<file path="src/gpb_pkg.sv">
// Constants, register map and field positions for the byte-wide port block.
// Assumes an APB slave with 32-bit data; registers sit on aligned words.
`default_nettype none

package gpb_pkg;

    // ------------------------------------------------------------------
    // Register byte addresses
    // ------------------------------------------------------------------
    localparam logic [11:0] ADDR_PORT    = 12'h000;
    localparam logic [11:0] ADDR_LATCH   = 12'h004;
    localparam logic [11:0] ADDR_DIR     = 12'h008;
    localparam logic [11:0] ADDR_CTRL2   = 12'h00c;
    localparam logic [11:0] ADDR_CTRL    = 12'h010;
    localparam logic [11:0] ADDR_ALT     = 12'h014;
    localparam logic [11:0] ADDR_IRQ_ST  = 12'h018;
    localparam logic [11:0] ADDR_IRQ_MSK = 12'h01c;

    // ------------------------------------------------------------------
    // Field positions and reset values
    // ------------------------------------------------------------------
    localparam int PULLUP_DIS_BIT = 7;
    localparam int CHANGE_FLAG_BIT = 0;
    localparam int ALT_ANA0_BIT   = 0;
    localparam int ALT_ANA1_BIT   = 1;
    localparam int ALT_CMP2_BIT   = 2;
    localparam int ALT_PWMB_BIT   = 3;
    localparam int ALT_PWMC_BIT   = 4;
    localparam int ALT_PWMD_BIT   = 5;
    localparam int ALT_TRI_BIT    = 6;
    localparam int ALT_T5GATE_BIT = 7;
    localparam int PIN_T5         = 5;
    localparam int IRQ_CHANGE     = 0;
    localparam int IRQ_EXT_LO     = 1;
    localparam int IRQ_BITS       = 5;
    localparam logic [7:0] DIR_RESET  = 8'hff;
    localparam logic [7:0] LAT_RESET  = 8'h00;
    localparam logic [7:0] CTRL2_RESET = 8'h80;
    localparam logic [7:0] ALT_RESET  = 8'h03;
    localparam logic [3:0] CHANGE_PINS_MASK = 4'hf;
    // Number of clocks that one instruction cycle spans.
    localparam logic [1:0] INSTR_CYCLE_CLKS = 2'h1;

endpackage

`default_nettype wire

</file>
<file path="src/gpb_port.sv">
// Byte-wide port with pull-ups, change-detect interrupt and alt routing.
// Assumes an APB master on clk_i and external pins on the same board;
// pin inputs, the comparator output and the shutdown input are asynchronous and synchronised here.
//
// Design decisions made here: the APB register port and the register addresses.
`default_nettype none

module gpb_port
    import gpb_pkg::*;
(
    input  wire logic        clk_i,
    input  wire logic        rst_i,
    input  wire logic        psel_i,
    input  wire logic        penable_i,
    input  wire logic        pwrite_i,
    input  wire logic [11:0] paddr_i,
    input  wire logic [31:0] pwdata_i,
    input  wire logic [3:0]  pstrb_i,
    output logic      [31:0] prdata_o,
    output logic             pready_o,
    output logic             pslverr_o,
    input  wire logic [7:0]  port_b_pins_i,
    output logic      [7:0]  port_b_pins_o,
    output logic      [7:0]  port_b_pins_oe_o,
    output logic      [7:0]  pullup_en_o,
    input  wire logic        comparator_one_out_i,
    input  wire logic        pwm_out_b_i,
    input  wire logic        pwm_out_c_i,
    input  wire logic        pwm_out_d_i,
    input  wire logic        pwm_shutdown_i,
    output logic      [3:0]  ext_irq_in_o,
    output logic             pwm_fault_in_o,
    output logic             analog_ch_ten_en_o,
    output logic             analog_ch_eight_en_o,
    output logic             timing_unit_delay_in_o,
    output logic             timing_edge_one_in_o,
    output logic             timing_edge_two_in_o,
    output logic             timer_clk_in_o,
    output logic             timer_gate_in_o,
    output logic             wake_o,
    output logic             irq_o
);

    // ------------------------------------------------------------------
    // State
    // ------------------------------------------------------------------
    logic [7:0]          pin_meta;
    logic [7:0]          pin_sync;
    logic [2:0]          ctl_meta;
    logic [2:0]          ctl_sync;
    logic [7:0]          direction_reg;
    logic [7:0]          output_latch_reg;
    logic [7:0]          irq_control_two;
    logic [7:0]          alt_sel;
    logic                change_irq_flag;
    logic                change_ie;
    logic [3:0]          snapshot;
    logic [1:0]          clr_block;
    logic [IRQ_BITS-1:0] irq_status;
    logic [IRQ_BITS-1:0] irq_mask;
    logic [3:0]          ext_prev;

    logic                wr_en;
    logic                rd_en;
    logic                port_access;
    logic                port_read;
    logic [3:0]          mismatch;
    logic                any_mismatch;
    logic [3:0]          ext_now;
    logic [IRQ_BITS-1:0] events;
    logic [7:0]          next_pins;
    logic [7:0]          next_oe;
    logic [31:0]         next_rdata;

    // Byte lane zero enables a write; only the low byte holds data.
    function automatic logic [7:0] merge_byte(input logic [7:0] old_v,
                                              input logic [31:0] wd,
                                              input logic [3:0] strb);
        merge_byte = strb[0] ? wd[7:0] : old_v;
    endfunction

    // Address match for an APB access phase.
    function automatic logic hit(input logic [11:0] a, input logic [11:0] r);
        hit = (a == r);
    endfunction

    assign wr_en = psel_i & penable_i & pwrite_i;
    assign rd_en = psel_i & penable_i & ~pwrite_i;
    // Any port read or write ends the mismatch by refreshing the snapshot.
    assign port_access = psel_i & penable_i & hit(paddr_i, ADDR_PORT);
    assign port_read   = port_access;

    // ------------------------------------------------------------------
    // Two-flop synchronisers for pins and peripheral control inputs.
    // ------------------------------------------------------------------
    always_ff @(posedge clk_i or posedge rst_i) begin
        if (rst_i) begin
            pin_meta <= 8'h00;
            pin_sync <= 8'h00;
            ctl_meta <= 3'h0;
            ctl_sync <= 3'h0;
        end else begin
            pin_meta <= port_b_pins_i;
            pin_sync <= pin_meta;
            ctl_meta <= {pwm_shutdown_i, comparator_one_out_i, 1'b0};
            ctl_sync <= ctl_meta;
        end
    end

    // ------------------------------------------------------------------
    // Software registers: direction, latch, control, alt select.
    // ------------------------------------------------------------------
    always_ff @(posedge clk_i or posedge rst_i) begin
        if (rst_i) begin
            direction_reg    <= DIR_RESET;
            output_latch_reg <= LAT_RESET;
            irq_control_two  <= CTRL2_RESET;
            alt_sel          <= ALT_RESET;
            change_ie        <= 1'b0;
            irq_mask         <= '0;
        end else if (wr_en) begin
            // Port writes land in the latch, just like latch writes.
            if (hit(paddr_i, ADDR_PORT) || hit(paddr_i, ADDR_LATCH)) begin
                output_latch_reg <= merge_byte(output_latch_reg, pwdata_i, pstrb_i);
            end
            if (hit(paddr_i, ADDR_DIR)) begin
                direction_reg <= merge_byte(direction_reg, pwdata_i, pstrb_i);
            end
            if (hit(paddr_i, ADDR_CTRL2)) begin
                irq_control_two <= merge_byte(irq_control_two, pwdata_i, pstrb_i);
            end
            if (hit(paddr_i, ADDR_ALT)) begin
                alt_sel <= merge_byte(alt_sel, pwdata_i, pstrb_i);
            end
            if (hit(paddr_i, ADDR_CTRL) && pstrb_i[0]) begin
                change_ie <= pwdata_i[CHANGE_FLAG_BIT + 1];
            end
            if (hit(paddr_i, ADDR_IRQ_MSK) && pstrb_i[0]) begin
                irq_mask <= pwdata_i[IRQ_BITS-1:0];
            end
        end
    end

    // ------------------------------------------------------------------
    // Change detection on the upper nibble.
    // ------------------------------------------------------------------
    // Inputs only; outputs drop out of the comparison.
    assign mismatch = (pin_sync[7:4] ^ snapshot) & direction_reg[7:4]
                      & CHANGE_PINS_MASK;
    assign any_mismatch = |mismatch;

    // Snapshot refreshes on every port access.
    always_ff @(posedge clk_i or posedge rst_i) begin
        if (rst_i) begin
            snapshot <= 4'h0;
        end else if (port_read) begin
            snapshot <= pin_sync[7:4];
        end
    end

    // After a port access the flag cannot be cleared for one instruction
    // cycle, so a late mismatch from the old snapshot is not lost.
    always_ff @(posedge clk_i or posedge rst_i) begin
        if (rst_i) begin
            clr_block <= 2'h0;
        end else if (port_access) begin
            clr_block <= INSTR_CYCLE_CLKS;
        end else if (clr_block != 2'h0) begin
            clr_block <= clr_block - 2'h1;
        end
    end

    // Mismatch keeps setting the flag; set wins over a software clear.
    always_ff @(posedge clk_i or posedge rst_i) begin
        if (rst_i) begin
            change_irq_flag <= 1'b0;
        end else if (any_mismatch) begin
            change_irq_flag <= 1'b1;
        end else if (wr_en && hit(paddr_i, ADDR_CTRL) && pstrb_i[0]
                     && !pwdata_i[CHANGE_FLAG_BIT] && clr_block == 2'h0) begin
            change_irq_flag <= 1'b0;
        end
    end

    // ------------------------------------------------------------------
    // Sticky interrupt status: change flag and rising external inputs.
    // ------------------------------------------------------------------
    assign ext_now = pin_sync[3:0] & direction_reg[3:0];
    assign events  = {ext_now & ~ext_prev, any_mismatch};

    always_ff @(posedge clk_i or posedge rst_i) begin
        if (rst_i) begin
            ext_prev   <= 4'h0;
            irq_status <= '0;
        end else begin
            ext_prev <= ext_now;
            // Write one to clear; a new event in the same cycle wins.
            if (wr_en && hit(paddr_i, ADDR_IRQ_ST) && pstrb_i[0]) begin
                irq_status <= (irq_status & ~pwdata_i[IRQ_BITS-1:0]) | events;
            end else begin
                irq_status <= irq_status | events;
            end
        end
    end

    // ------------------------------------------------------------------
    // Pin drive: alternate outputs take priority over the latch.
    // ------------------------------------------------------------------
    always_comb begin
        next_pins = output_latch_reg;
        next_oe   = ~direction_reg;
        if (alt_sel[ALT_CMP2_BIT]) begin
            next_pins[2] = ctl_sync[1];
        end
        if (alt_sel[ALT_PWMB_BIT]) begin
            next_pins[1] = pwm_out_b_i;
        end
        if (alt_sel[ALT_PWMC_BIT] && !alt_sel[ALT_CMP2_BIT]) begin
            next_pins[2] = pwm_out_c_i;
        end
        if (alt_sel[ALT_PWMD_BIT]) begin
            next_pins[3] = pwm_out_d_i;
        end
        // Shutdown releases the PWM pins when tri-state is selected.
        if (alt_sel[ALT_TRI_BIT] && ctl_sync[2]) begin
            next_oe[1] = next_oe[1] & ~alt_sel[ALT_PWMB_BIT];
            next_oe[2] = next_oe[2] & ~alt_sel[ALT_PWMC_BIT];
            next_oe[3] = next_oe[3] & ~alt_sel[ALT_PWMD_BIT];
        end
        // Analog-selected pins never drive.
        next_oe[0] = next_oe[0] & ~alt_sel[ALT_ANA0_BIT];
        next_oe[1] = next_oe[1] & ~alt_sel[ALT_ANA1_BIT];
    end

    // ------------------------------------------------------------------
    // Registered pin and peripheral outputs.
    // ------------------------------------------------------------------
    always_ff @(posedge clk_i or posedge rst_i) begin
        if (rst_i) begin
            port_b_pins_o          <= 8'h00;
            port_b_pins_oe_o       <= 8'h00;
            pullup_en_o            <= 8'h00;
            ext_irq_in_o           <= 4'h0;
            pwm_fault_in_o         <= 1'b0;
            analog_ch_ten_en_o     <= 1'b1;
            analog_ch_eight_en_o   <= 1'b1;
            timing_unit_delay_in_o <= 1'b0;
            timing_edge_one_in_o   <= 1'b0;
            timing_edge_two_in_o   <= 1'b0;
            timer_clk_in_o         <= 1'b0;
            timer_gate_in_o        <= 1'b0;
            wake_o                 <= 1'b0;
            irq_o                  <= 1'b0;
        end else begin
            port_b_pins_o    <= next_pins;
            port_b_pins_oe_o <= next_oe;
            // Global enable is active low; outputs are always excluded.
            pullup_en_o <= {8{~irq_control_two[PULLUP_DIS_BIT]}}
                           & direction_reg;
            // External interrupt inputs of analog pins read low until reconfigured.
            ext_irq_in_o <= pin_sync[3:0] & direction_reg[3:0]
                            & ~{2'b00, alt_sel[ALT_ANA1_BIT],
                                alt_sel[ALT_ANA0_BIT]};
            pwm_fault_in_o       <= pin_sync[0];
            analog_ch_ten_en_o   <= alt_sel[ALT_ANA0_BIT];
            analog_ch_eight_en_o <= alt_sel[ALT_ANA1_BIT];
            timing_unit_delay_in_o <= pin_sync[1] & direction_reg[1];
            timing_edge_one_in_o <= pin_sync[2];
            timing_edge_two_in_o <= pin_sync[3];
            timer_clk_in_o  <= pin_sync[PIN_T5] & ~alt_sel[ALT_T5GATE_BIT];
            timer_gate_in_o <= pin_sync[PIN_T5] & alt_sel[ALT_T5GATE_BIT];
            // Wake needs change_ie but not irq_mask, so sleep can end while irq_o is masked.
            wake_o <= change_irq_flag & change_ie;
            irq_o  <= |(irq_status & irq_mask);
        end
    end

    // ------------------------------------------------------------------
    // APB read data and zero-wait answer.
    // ------------------------------------------------------------------
    always_comb begin
        next_rdata = 32'h0000_0000;
        unique case (paddr_i)
            ADDR_PORT:    next_rdata[7:0] = pin_sync;
            ADDR_LATCH:   next_rdata[7:0] = output_latch_reg;
            ADDR_DIR:     next_rdata[7:0] = direction_reg;
            ADDR_CTRL2:   next_rdata[7:0] = irq_control_two;
            ADDR_CTRL:    next_rdata[1:0] = {change_ie, change_irq_flag};
            ADDR_ALT:     next_rdata[7:0] = alt_sel;
            ADDR_IRQ_ST:  next_rdata[IRQ_BITS-1:0] = irq_status;
            ADDR_IRQ_MSK: next_rdata[IRQ_BITS-1:0] = irq_mask;
            default:      next_rdata = 32'h0000_0000;
        endcase
    end

    // Answer in the setup cycle so pready is high in the access phase.
    always_ff @(posedge clk_i or posedge rst_i) begin
        if (rst_i) begin
            prdata_o  <= 32'h0000_0000;
            pready_o  <= 1'b0;
            pslverr_o <= 1'b0;
        end else begin
            pready_o  <= psel_i & ~penable_i;
            prdata_o  <= (psel_i & ~penable_i & ~pwrite_i) ? next_rdata : 32'h0000_0000;
            pslverr_o <= psel_i & ~penable_i & (paddr_i > ADDR_IRQ_MSK
                         || paddr_i[1:0] != 2'b00);
        end
    end

endmodule

`default_nettype wire

</file>
<file path="config.mk">
export PLATFORM = sky130hd
export DESIGN_NAME = gpb_port
export DESIGN_NICKNAME = d
export VERILOG_FILES = /design/src/gpb_pkg.sv /design/src/gpb_port.sv
export SDC_FILE = /design/constraint.sdc
export NUM_CORES = 1
export LEC_CHECK = 0
export ABC_AREA = 1
export CORE_MARGIN = 4
export CORE_UTILIZATION = 40
export CTS_BUF_LIST = sky130_fd_sc_hd__clkbuf_4 sky130_fd_sc_hd__clkbuf_8
export CTS_CLUSTER_DIAMETER = 100
export DETAILED_ROUTE_END_ITERATION = 16
export DONT_BUFFER_PORTS = 1
export HOLD_SLACK_MARGIN = 0.02
export PLACE_DENSITY_LB_ADDON = 0.2
export RECOVER_POWER = 25
export SETUP_SLACK_MARGIN = 0.5
export SKIP_CTS_REPAIR_TIMING = 1
export SYNTH_ARGS = -nofsm -noshare
export SYNTH_HDL_FRONTEND = slang
export SYNTH_SLANG_ARGS = --single-unit
</file>
<file path="constraint.sdc">
create_clock -name clk_i -period 2.98 [get_ports clk_i]
set_input_delay 0.149 -clock clk_i [delete_from_list [all_inputs] [get_ports clk_i]]
set_output_delay 0.149 -clock clk_i [all_outputs]
set_load 0.01 [all_outputs]
</file>
==> impl_metrics.json <==
{
  "status": "finished clean",
  "ctsRootBufferMaster": "clkbuf_8",
  "drtAntennaViolNets": 0,
  "hp-class": "input pin to flop",
  "ios": 138,
  "worst-path-max-fanout": 7,
  "yosys.area.top_type": "dfrtp_1",
  "grt_first_pass_wirelength_mm": 17.8,
  "p_leak_nw": 2.70,
  "ys_seq_area_share_pct": 60.4,
  "antenna-diode-count": 0,
  "synth.distinct_cells": 34,
  "avgRoutedWirePerCell_um": 15.7,
  "fin_crit_sh_pct": 56.0,
  "synth_edf_count": 0,
  "worstPathBufferInverterCount": 1,
  "netlist_area_mm2": 0.00496,
  "yosysMostFrequentCell": "dfrtp_1",
  "slew_headroom_pct": 19.9,
  "dp_hpwl_mm": 7.69,
  "p_int_mw": 2.57,
  "met3_length_um": 811,
  "io_buffers": 0,
  "grt.total_usage_pct": 16.3,
  "synthToLayoutAreaGrowth_pct": 14.5,
  "async_reset_ff_share_pct": 100,
  "gp_congestion": 0.847,
  "via_per_inst": 4.75,
  "p_per_area_mw_per_mm2": 587,
  "slowest_delay_ns": 0.54,
  "start_util_pct": 41.1,
  "cp-start-kind": "input pin",
  "dr.max_layer_used": "met4",
  "cap_violations": 0,
  "fin_setup_tns_ns": 0,
  "worst_slew_pin_slew_ns": 1.20,
  "fin_crit_ns": 1.67,
  "ys_warn_count": 0,
  "cp-end-kind": "flop",
  "vias": 3445,
  "dp_cells": 665,
  "syn_inst": 510,
  "ys_top_cells_by_area": "dfrtp_1 54%, nand2_1 7.9%, dfstp_2 6.9%",
  "clock_power_share_pct": 44.3,
  "yosys-top-cells-count": "106 x dfrtp_1, 104 x nand2_1, 51 x nand3_1",
  "cts_tree": "built",
  "crit_chain": "dlygate4sd3_1 > nor2_1 > nand3_1 > nor2_1 > nand4_1 > o21ai_0 > o21ai_0",
  "die-area_mm2": 0.0142,
  "critPathRequiredTime_ns": 3.30,
  "clock_latency_ns": 0.44,
  "ys_ff_latch": 119,
  "clockBufferDepth": 2,
  "final-instance-count-excl-fill": 725,
  "rsz0062_at_grt": "false",
  "cts_buffers": 17,
  "totalWireLength_mm": 11.4,
  "fin_skew_ns": 0.00753,
  "synth_top_area_share_pct": 53.5,
  "ys_dominant_reg_cell": "dfrtp_1",
  "fp.coreArea_mm2": 0.0121,
  "fill_cells": 1138,
  "clk_pin_slew_ns": 0.07,
  "comb_power_share_pct": 5.6,
  "synth.avg_cell_area_um2": 9.72,
  "path_class": "input pin to flop",
  "h-tree-depth": 4,
  "hold_viol": 0,
  "finalSetupViolations": 0,
  "finalMaxSlewViolations": 0,
  "die_h_um": 119,
  "met1Wirelength_mm": 4.94,
  "peakVddDrop_v": 0.000486,
  "first_pass_iters": 7,
  "wl_met2_mm": 5.47,
  "gr-total-overflow": 0,
  "cp_slowest_cell": "dlygate4sd3_1",
  "num_rows": 40,
  "switching_share_pct": 23.0,
  "crit_arrival_ns": 1.99,
  "die_w_um": 119,
  "grt_pass1_vias": 3252,
  "drt_iter0_markers": 213,
  "max_freq_mhz": 599,
  "antenna_found_initial": 0,
  "grt_max_degree": 71,
  "critPathTopFamily": "simple AND/OR/NAND/NOR gates",
  "nets": 611,
  "cts_sinks": 119,
  "drcViolationCount": 0,
  "p_sw_mw": 0.768,
  "drive_above_1_share_pct": 10.4,
  "p_seq_share_pct": 50.1
}
-- cells by family after synthesis --
kind of cell	share of synthesized area, %
AO/OA/AOI/OAI	7.34
XOR/XNOR	0.353
adder cells (fa/ha/maj)	0.252
buffers and inverters	9.87
flip-flops	60.4
multiplexers	0.454
other	0.0756
AND/OR/NAND/NOR	21.3
-- path summary, 6_finish.rpt --
check / startpoint / endpoint / slack, ns / depth (start not counted)
min: paddr_i[1] / pslverr_o / 0.05 / 2
min reg2reg: pin_meta[7] / pin_sync[7] / 0.35 / 0
max: paddr_i[0] / irq_status[1] / 1.31 / 7
max reg2reg: irq_control_two[7] / prdata_o[7] / 1.67 / 4
min in group asynchronous: rst_i / ctl_sync[2] / 0.48 / 3
max in group asynchronous: rst_i / irq_mask[2] / 1.63 / 3
-- routing by layer --
metal	up-vias	GRT usage, %
li1	1660	-
met1	1661	21.1
met2	106	25.0
met3	18	6.60
met4	0	5.65
met5	-	0
-- power groups by stage --
stage / logic [mW] / registers [mW] / clock network (mW)
2_1_floorplan: 0.148 / 1.70 / 0
3_3_place_gp: 0.149 / 1.70 / 0
3_5_place_dp: 0.158 / 1.70 / 0
4_1_cts: 0.159 / 1.67 / 1.51
5_1_grt: 0.217 / 1.67 / 1.59
6_report: 0.187 / 1.67 / 1.48
-- cell type report --
type / count / area [um^2] / share of cell area (%)
Timing Repair Buffer: 32 / 308 / 5.42
Inverter: 52 / 199 / 3.50
Sequential cell: 119 / 2990 / 52.7
Clock inverter: 8 / 95.1 / 1.67
Clock buffer: 24 / 312 / 5.49
Multi-Input combinational cell: 322 / 1560 / 27.5
Tap cell: 168 / 210 / 3.70
-- cells in the final DEF (no fill, tap or decap), drive strengths merged --
| cell | count |
|---|---|
| a211o | 1 |
| xor2 | 1 |
| buf | 3 |
| bufinv | 2 |
| dfrtp | 106 |
| o31ai | 1 |
| dlygate4sd3 | 28 |
| nor2 | 49 |
| nand4 | 13 |
| a211oi | 1 |
| nand2 | 107 |
| mux2 | 2 |
| o21ai | 56 |
| a221oi | 1 |
| clkbuf | 25 |
| conb | 24 |
| inv | 49 |
| clkinv | 6 |
| a21oi | 8 |
| dfstp | 13 |
| ha | 1 |
| nand3 | 55 |
| xnor2 | 1 |
| a21boi | 1 |
| clkinvlp | 3 |
-- stage by stage --
stage          hold slack (ns)  util, %  power [mW]  worst slack, ns  instance area, um^2
6_report                0.0479     47.1        3.34             1.31                 5680
5_1_grt                 0.0335     47.1        3.48             1.12                 5680
4_1_cts                 -0.297     44.8        3.34             1.63                 5400
3_5_place_dp             0.180     41.4        1.86             1.27                 4990
3_3_place_gp             0.180     41.4        1.85             1.29                 4990
2_1_floorplan            0.180        -        1.84             1.39                 5050
(Power assumes the default switching activity.)
